$ cat src/hdl/ccr_pkg.sv
package ccr_pkg;
  // Register index and field positions
  localparam logic [4:0] REG_COPPER_CONTROL = 5'h00;
  localparam logic [4:0] REG_FIBER_CONTROL  = 5'h01;
  localparam logic [4:0] REG_STRAP_STATUS   = 5'h02;
  localparam int BIT_SW_RESET  = 15;
  localparam int BIT_SPEED_LSB = 13;
  localparam int BIT_AUTONEG_STRAP_CONFIG_EN   = 12;
  localparam int BIT_PWR_DOWN  = 11;
  localparam int BIT_ISOLATE   = 10;
  localparam int BIT_RESTART   = 9;
  localparam int BIT_DUPLEX    = 8;
  localparam int BIT_COL_TEST  = 7;
  localparam int BIT_SPEED_MSB = 6;
  localparam logic [5:0] RSVD_RESET = 6'h00;
  // Software reset hold, in cycles
  localparam logic [3:0] SW_RESET_CYCLES = 4'h8;
  localparam logic [1:0] SPEED_1000 = 2'b10;
  localparam logic [1:0] SPEED_100  = 2'b01;
  localparam logic [1:0] SPEED_10   = 2'b00;

  typedef struct packed {
    logic       autoneg_strap_config_en;
    logic       duplex;
    logic [1:0] speed;
  } ccr_mode_t;

  typedef struct packed {
    logic       adv_1000_fd;
    logic       adv_1000_hd;
    logic       use_adv_regs;
    logic       autoneg_strap_config_run;
  } ccr_adv_t;

  typedef struct packed {
    ccr_mode_t  pend;
    ccr_mode_t  act;
    logic       pwr_down;
    logic       isolate;
    logic       col_test;
    logic [5:0] rsvd;
    logic [3:0] rst_cnt;
    logic       sw_reset;
    logic       restart;
    logic       strap_done;
    logic [15:0] rdata;
    ccr_adv_t   adv;
    logic       autoneg_strap_config_restart_pulse;
    logic       mac_off;
    logic       refclk_off;
    logic       mac_oe;
    logic       col;
    logic       tx_en_s1;
    logic       tx_en_s2;
  } ccr_state_t;

  function automatic logic strap_autoneg_strap_config(input logic [3:0] a);
    return a[3:2] == 2'b11;
  endfunction

  function automatic logic strap_duplex(input logic [3:0] a);
    return (a[3:2] == 2'b00 && a[0]) || a[3];
  endfunction

  function automatic logic strap_speed_msb(input logic [3:0] a, input logic [3:0] m);
    return a[3] || a[2] || (m[3] == 1'b0 && m[1:0] == 2'b11) || (m[1:0] == 2'b01);
  endfunction
endpackage

$ cat src/hdl/ccr_copper_control.sv
`timescale 1ns/1ps
module ccr_copper_control (
  input  wire logic                 core_clk,
  input  wire logic                 rst,
  input  wire logic [4:0]           reg_addr,
  input  wire logic [15:0]          reg_wdata,
  input  wire logic                 reg_wr,
  input  wire logic                 reg_rd,
  output logic [15:0]               reg_rdata,
  input  wire logic [3:0]           autoneg_strap_config,
  input  wire logic [3:0]           hardware_config_strap_mode,
  input  wire logic                 keep_mac_if_on,
  input  wire logic                 refclk_pd_en,
  input  wire logic                 mac_tx_en,
  output logic                      mac_col,
  output logic                      mac_out_en,
  output logic                      mac_if_off,
  output logic                      reference_clock_output_off,
  output logic                      phy_sw_reset,
  output logic                      autoneg_strap_config_restart,
  output ccr_pkg::ccr_mode_t        oper_mode,
  output ccr_pkg::ccr_adv_t         adv_ctrl
);
  ccr_pkg::ccr_state_t s_q;
  ccr_pkg::ccr_state_t s_d;
  logic [3:0] straps_s1_q;
  logic [3:0] straps_s2_q;
  logic [3:0] mode_s1_q;
  logic [3:0] mode_s2_q;
  logic [1:0] misc_s1_q;
  logic [1:0] misc_s2_q;

  // Straps and pins pass two flops before use
  always_ff @(posedge core_clk) begin
    straps_s1_q <= autoneg_strap_config;
    straps_s2_q <= straps_s1_q;
    mode_s1_q   <= hardware_config_strap_mode;
    mode_s2_q   <= mode_s1_q;
    misc_s1_q   <= {keep_mac_if_on, refclk_pd_en};
    misc_s2_q   <= misc_s1_q;
  end

  function automatic logic [15:0] ctrl_view(input ccr_pkg::ccr_state_t s, input logic fiber);
    logic [15:0] v;
    v = 16'h0000;
    v[ccr_pkg::BIT_SW_RESET] = s.sw_reset;
    v[ccr_pkg::BIT_PWR_DOWN] = s.pwr_down;
    v[ccr_pkg::BIT_ISOLATE]  = s.isolate;
    v[ccr_pkg::BIT_COL_TEST] = s.col_test;
    if (!fiber) begin
      v[ccr_pkg::BIT_SPEED_LSB] = s.pend.speed[0];
      v[ccr_pkg::BIT_AUTONEG_STRAP_CONFIG_EN]   = s.pend.autoneg_strap_config_en;
      v[ccr_pkg::BIT_RESTART]   = s.restart;
      v[ccr_pkg::BIT_DUPLEX]    = s.pend.duplex;
      v[ccr_pkg::BIT_SPEED_MSB] = s.pend.speed[1];
      v[5:0] = s.rsvd;
    end
    return v;
  endfunction

  always_comb begin
    logic wr_cu;
    logic wr_fi;
    logic trigger;
    logic swr_set;
    logic pwr_up;
    ccr_pkg::ccr_mode_t eff;
    wr_cu   = 1'b0;
    wr_fi   = 1'b0;
    trigger = 1'b0;
    swr_set = 1'b0;
    pwr_up  = 1'b0;
    eff     = s_q.act;
    s_d = s_q;
    s_d.autoneg_strap_config_restart_pulse = 1'b0;
    s_d.tx_en_s1 = mac_tx_en;
    s_d.tx_en_s2 = s_q.tx_en_s1;
    if (reg_wr && reg_addr == ccr_pkg::REG_COPPER_CONTROL) begin
      wr_cu = 1'b1;
    end else if (reg_wr && reg_addr == ccr_pkg::REG_FIBER_CONTROL) begin
      wr_fi = 1'b1;
    end
    if (!s_q.strap_done) begin
      // Strap defaults caught once after reset release
      s_d.strap_done   = 1'b1;
      s_d.pend.autoneg_strap_config_en = ccr_pkg::strap_autoneg_strap_config(straps_s2_q);
      s_d.pend.duplex  = ccr_pkg::strap_duplex(straps_s2_q);
      s_d.pend.speed   = {ccr_pkg::strap_speed_msb(straps_s2_q, mode_s2_q), 1'b0};
      s_d.act          = s_d.pend;
      s_d.autoneg_strap_config_restart_pulse = 1'b1;
    end else begin
      if (wr_cu || wr_fi) begin
        s_d.pwr_down = reg_wdata[ccr_pkg::BIT_PWR_DOWN];
        s_d.isolate  = reg_wdata[ccr_pkg::BIT_ISOLATE];
        s_d.col_test = reg_wdata[ccr_pkg::BIT_COL_TEST];
        swr_set      = reg_wdata[ccr_pkg::BIT_SW_RESET];
        pwr_up       = s_q.pwr_down && !reg_wdata[ccr_pkg::BIT_PWR_DOWN];
      end
      if (wr_cu) begin
        s_d.pend.autoneg_strap_config_en = reg_wdata[ccr_pkg::BIT_AUTONEG_STRAP_CONFIG_EN];
        s_d.pend.duplex  = reg_wdata[ccr_pkg::BIT_DUPLEX];
        s_d.pend.speed   = {reg_wdata[ccr_pkg::BIT_SPEED_MSB], reg_wdata[ccr_pkg::BIT_SPEED_LSB]};
        s_d.rsvd         = reg_wdata[5:0];
        if (reg_wdata[ccr_pkg::BIT_RESTART]) begin
          s_d.restart = 1'b1;
        end
      end
      trigger = swr_set || pwr_up;
      if (trigger) begin
        s_d.act      = s_d.pend;
        s_d.sw_reset = 1'b1;
        s_d.rst_cnt  = ccr_pkg::SW_RESET_CYCLES;
        s_d.restart  = 1'b1;
        s_d.isolate  = wr_cu || wr_fi ? reg_wdata[ccr_pkg::BIT_ISOLATE] : s_q.isolate;
      end else if (s_q.sw_reset) begin
        if (s_q.rst_cnt == 4'h1) begin
          s_d.sw_reset = 1'b0;
        end
        s_d.rst_cnt = s_q.rst_cnt - 4'h1;
      end else if (s_q.restart) begin
        // Restart fires once the reset is done, then the bit clears
        s_d.restart = 1'b0;
        s_d.autoneg_strap_config_restart_pulse = 1'b1;
      end
    end
    eff = s_d.act;
    if (eff.autoneg_strap_config_en) begin
      s_d.adv = '{adv_1000_fd: 1'b0, adv_1000_hd: 1'b0, use_adv_regs: 1'b1, autoneg_strap_config_run: 1'b1};
    end else if (eff.speed == ccr_pkg::SPEED_1000) begin
      s_d.adv = '{adv_1000_fd: eff.duplex, adv_1000_hd: !eff.duplex, use_adv_regs: 1'b0, autoneg_strap_config_run: 1'b1};
    end else begin
      s_d.adv = '{adv_1000_fd: 1'b0, adv_1000_hd: 1'b0, use_adv_regs: 1'b0, autoneg_strap_config_run: 1'b0};
    end
    s_d.mac_off    = s_d.pwr_down && !misc_s2_q[1];
    s_d.refclk_off = s_d.pwr_down && misc_s2_q[0];
    s_d.mac_oe     = !s_d.isolate && !s_d.mac_off;
    // Isolated MAC inputs never reach the collision echo
    s_d.col = s_q.col_test && s_q.tx_en_s2 && !s_q.isolate;
    s_d.rdata = 16'h0000;
    if (reg_rd && reg_addr == ccr_pkg::REG_COPPER_CONTROL) begin
      s_d.rdata = ctrl_view(s_q, 1'b0);
    end else if (reg_rd && reg_addr == ccr_pkg::REG_FIBER_CONTROL) begin
      s_d.rdata = ctrl_view(s_q, 1'b1);
    end else if (reg_rd && reg_addr == ccr_pkg::REG_STRAP_STATUS) begin
      s_d.rdata = {s_q.act.autoneg_strap_config_en, s_q.act.duplex, s_q.act.speed, 4'h0, mode_s2_q, straps_s2_q};
    end
  end

  always_ff @(posedge core_clk) begin
    if (rst) begin
      s_q <= '0;
      s_q.rsvd <= ccr_pkg::RSVD_RESET;
    end else begin
      s_q <= s_d;
    end
  end

  assign reg_rdata                  = s_q.rdata;
  assign mac_col                    = s_q.col;
  assign mac_out_en                 = s_q.mac_oe;
  assign mac_if_off                 = s_q.mac_off;
  assign reference_clock_output_off = s_q.refclk_off;
  assign phy_sw_reset               = s_q.sw_reset;
  assign autoneg_strap_config_restart               = s_q.autoneg_strap_config_restart_pulse;
  assign oper_mode                  = s_q.act;
  assign adv_ctrl                   = s_q.adv;
endmodule

$ cat config.mk
export PLATFORM = sky130hd
export DESIGN_NAME = ccr_copper_control
export DESIGN_NICKNAME = d
export VERILOG_FILES = /design/src/hdl/ccr_pkg.sv /design/src/hdl/ccr_copper_control.sv
export SDC_FILE = /design/constraint.sdc
export NUM_CORES = 1
export LEC_CHECK = 0
export BUFFER_PORTS_ARGS = -buffer_cell sky130_fd_sc_hd__buf_2
export CAP_MARGIN = 15
export CORE_MARGIN = 1.5
export CORE_UTILIZATION = 51
export DETAILED_ROUTE_END_ITERATION = 8
export PLACE_DENSITY_LB_ADDON = 0.12
export RECOVER_POWER = 50
export REMOVE_ABC_BUFFERS = 1
export SYNTH_ARGS = -nofsm -noshare
export SYNTH_HDL_FRONTEND = slang
export SYNTH_SLANG_ARGS = --single-unit
$ cat constraint.sdc
create_clock -name core_clk -period 2.1 [get_ports core_clk]
set_input_delay 0.105 -clock core_clk [delete_from_list [all_inputs] [get_ports core_clk]]
set_output_delay 0.105 -clock core_clk [all_outputs]
set_load 0.005 [all_outputs]
==> reports/summary.txt <==
final total power -> 2.83 mW
crit path DAT -> 1.88 ns
clk_skew -> 0.00278 ns
worst skew pair latency -> 0.33 ns
RSZ-0062 raised after global routing -> no
TNS Setup -> 0 ns
EDFF count, synth -> 0
max_cap viols -> 0
GR Util met2 -> 30.1%
Reg-to-Reg End -> phy_sw_reset
# diodes -> 0
P&R area growth vs syn -> 23.1%
grt peak-use layer -> met2
largest family of logic cells by synthesized area -> compound AO/OA/AOI/OAI gates
Distinct cells, synth -> 44
Hold Buf Count CTS -> 11
Final Util -> 65.0%
switching share of total power -> 18.9%
cell area after layout -> 3070 sq um
worst min-delay path class -> in -> reg
PostCTS Resize Cnt -> 0
Routed wire per std cell -> 12.7 um
CP endpoint kind -> flip-flop
Clk network pwr share -> 46.1%
Max Clk Rate -> 601 MHz
antenna-violating nets left -> 0
Clock Pin Slew Worst Setup and Hold Paths -> 0.06 ns
largest net degree at the start of global routing -> 26
XOR/XNOR Fraction of Synth Area -> 0%
Critical Path RT -> 2.32 ns
P_int -> 2.30 mW
RR Startpoint -> s_q[27]
FF+latch area -> 1400 sq um
commonest cells after routing, fill and taps aside -> dfxtp_1, buf_2, clkbuf_1
ys async rst share -> 0%
Clock H-tree levels -> 3
port bufs -> 64
initial antenna violation count -> 0
DRC -> 0
Comb power frac -> 5.0%
most common cell after layout, fill and taps aside -> dfxtp_1
Synth Area in Simple Gates -> 14.2%
Final Max Slew Viols -> 0
placed cell areas -> 2720 sq um
Chip Width -> 72.9 um
hold slack -> 0.00844 ns
P_sw -> 537 uW
fillers -> 402
Yosys reg bits -> 70
area of the multi-input gates -> 847 sq um
Crit Path Class -> reg -> reg
critical path startpoint category -> flip-flop
DRT Wirelength -> 4650 um
crit path time final -> 1.66 ns
Crit. Startpoint -> s_q[27]
Synth Area in Adders -> 1.00%
critical path peak fanout -> 8
post-DP HPWL -> 3240 um
GRT Resource Usage Total -> 19.4%
Clock Sinks -> 70
Slew @ Worst Pin -> 0.473 ns
# setup viols final -> 0
syn_area_per_cell -> 10.6 sq um
CTS tree -> built
first-pass GRT wire length -> 7610 um
root buffer cell -> clkbuf_8
DR vias/cell -> 4.93
setup bufs post-CTS -> 0
RePlAce Congestion -> 0.710
sequential share of the synthesized area -> 56.2%
mux share of post-synthesis cell area -> 4.52%
met3 Usage GRT -> 5.52%
initial drt markers -> 62
R2R depth -> 4
initial core utilization -> 52.8%
row count -> 25
Setup crit end -> phy_sw_reset
Longest Clk Path Bufs -> 2
Synth Instances -> 236
grt total ovfl -> 0
share of post-route cells with drive strength above 1 -> 27.4%
count of yosys warnings during synthesis -> 0
Num CTS Buffers -> 9
DIE AREA -> 5320 sq um
vias in the first global route -> 1704
ys flop type -> dfxtp_1
part of the cycle the worst path needs -> 79.2%
Die Ht -> 72.9 um
Final Hold Vio Count -> 0
Max IR drop VDD -> 0.693 mV
M1 GR Usage -> 24.0%
sequential power share -> 48.9%
relative slew slack -> 68.4%
outcome -> completed
synthesized area -> 2490 sq um
Via Count -> 1803
leak pwr -> 1.31 nW
I/O Pins -> 66
final net count -> 332
r2r setup slk -> 0.44 ns
power density cells -> 923 nW/um^2
Synth Area in Compound Gates -> 14.2%
Pre-antenna DRT Iters -> 4
area of the core -> 4720 sq um
==> worst max-delay path: stages (launching register included) <==
cell and delay [ns]:
dfxtp_1 0.49, inv_1 0.18, or4b_2 0.66, a22oi_1 0.16, nor2_1 0.05
==> metal layers <==
metal,vias to the layer above,routed length (um)
li1,918,-
met1,829,2170
met2,46,2160
met3,10,202
met4,0,114
met5,-,0
==> worst min-delay path by stage <==
stage,startpoint,end,depth (start not counted)
6_report,reg_wdata[7],s_q[40],3
5_1_grt,reg_wdata[4],s_q[38],3
4_1_cts,reg_wdata[7],s_q[40],3
3_5_place_dp,hardware_config_strap_mode[3],mode_s1_q[3],1
3_3_place_gp,refclk_pd_en,misc_s1_q[0],1
2_1_floorplan,refclk_pd_en,misc_s1_q[0],0
==> kinds of logic after synthesis <==
logic type               after synthesis
AND/OR/NAND/NOR                       65
multiplexers                          11
flip-flops                            70
AO/OA/AOI/OAI                         47
buffers and inverters                 41
adder cells (fa/ha/maj)                2
==> cell usage after synthesis (all sizes together), types with 4 or more instances <==
library cell / count / area, sq um
dfxtp: 70 / 1400
buf: 25 / 185
nor2: 13 / 51.3
a21oi: 12 / 60.1
a22o: 12 / 105
nand2: 12 / 45.0
clkbuf: 9 / 33.8
mux2i: 9 / 90.1
nand3: 9 / 45.0
and2: 7 / 43.8
inv: 7 / 26.3
nor3: 6 / 35.0
a211oi: 5 / 50.1
nor2b: 4 / 25.0
o21ai: 4 / 20.0
==> power groups by stage <==
| stage | clock (mW) | combinational (mW) | sequential, mW |
|---|---|---|---|
| global route | 1.39 | 0.158 | 1.39 |
| floorplan | 0 | 0.0499 | 1.42 |
| detailed placement | 0 | 0.128 | 1.42 |
| finish | 1.31 | 0.142 | 1.39 |
| CTS | 1.33 | 0.144 | 1.39 |
| global placement | 0 | 0.127 | 1.42 |
==> registers in the layout (all words and copies together) (netlist names) <==
register,cells
mac_col,1
straps_s1_q,4
adv_ctrl,3
reference_clock_output_off,1
s_d,1
mac_if_off,1
mode_s2_q,4
phy_sw_reset,1
misc_s1_q,2
s_q,20
straps_s2_q,4
mode_s1_q,4
reg_rdata,16
misc_s2_q,2
oper_mode,4
mac_out_en,1
autoneg_strap_config_restart,1
==> area by class of cell <==
cell class,count,share of cell area [%]
clock buffer,13,5.18
clock inverter,3,2.94
inverter,7,0.856
multi-input combinational,125,27.6
sequential,70,45.7
tap,67,2.73
timing repair buffer,81,15.0
==> through the flow <==
step / cells / setup WS, ns
6_report: 366 / 0.436
3_3_place_gp: 339 / 0.192
2_1_floorplan: 202 / 0.0310
5_1_grt: 366 / 0.324
4_1_cts: 366 / 0.427
3_5_place_dp: 339 / 0.164
Note: power is estimated with default switching activity, not from simulation.
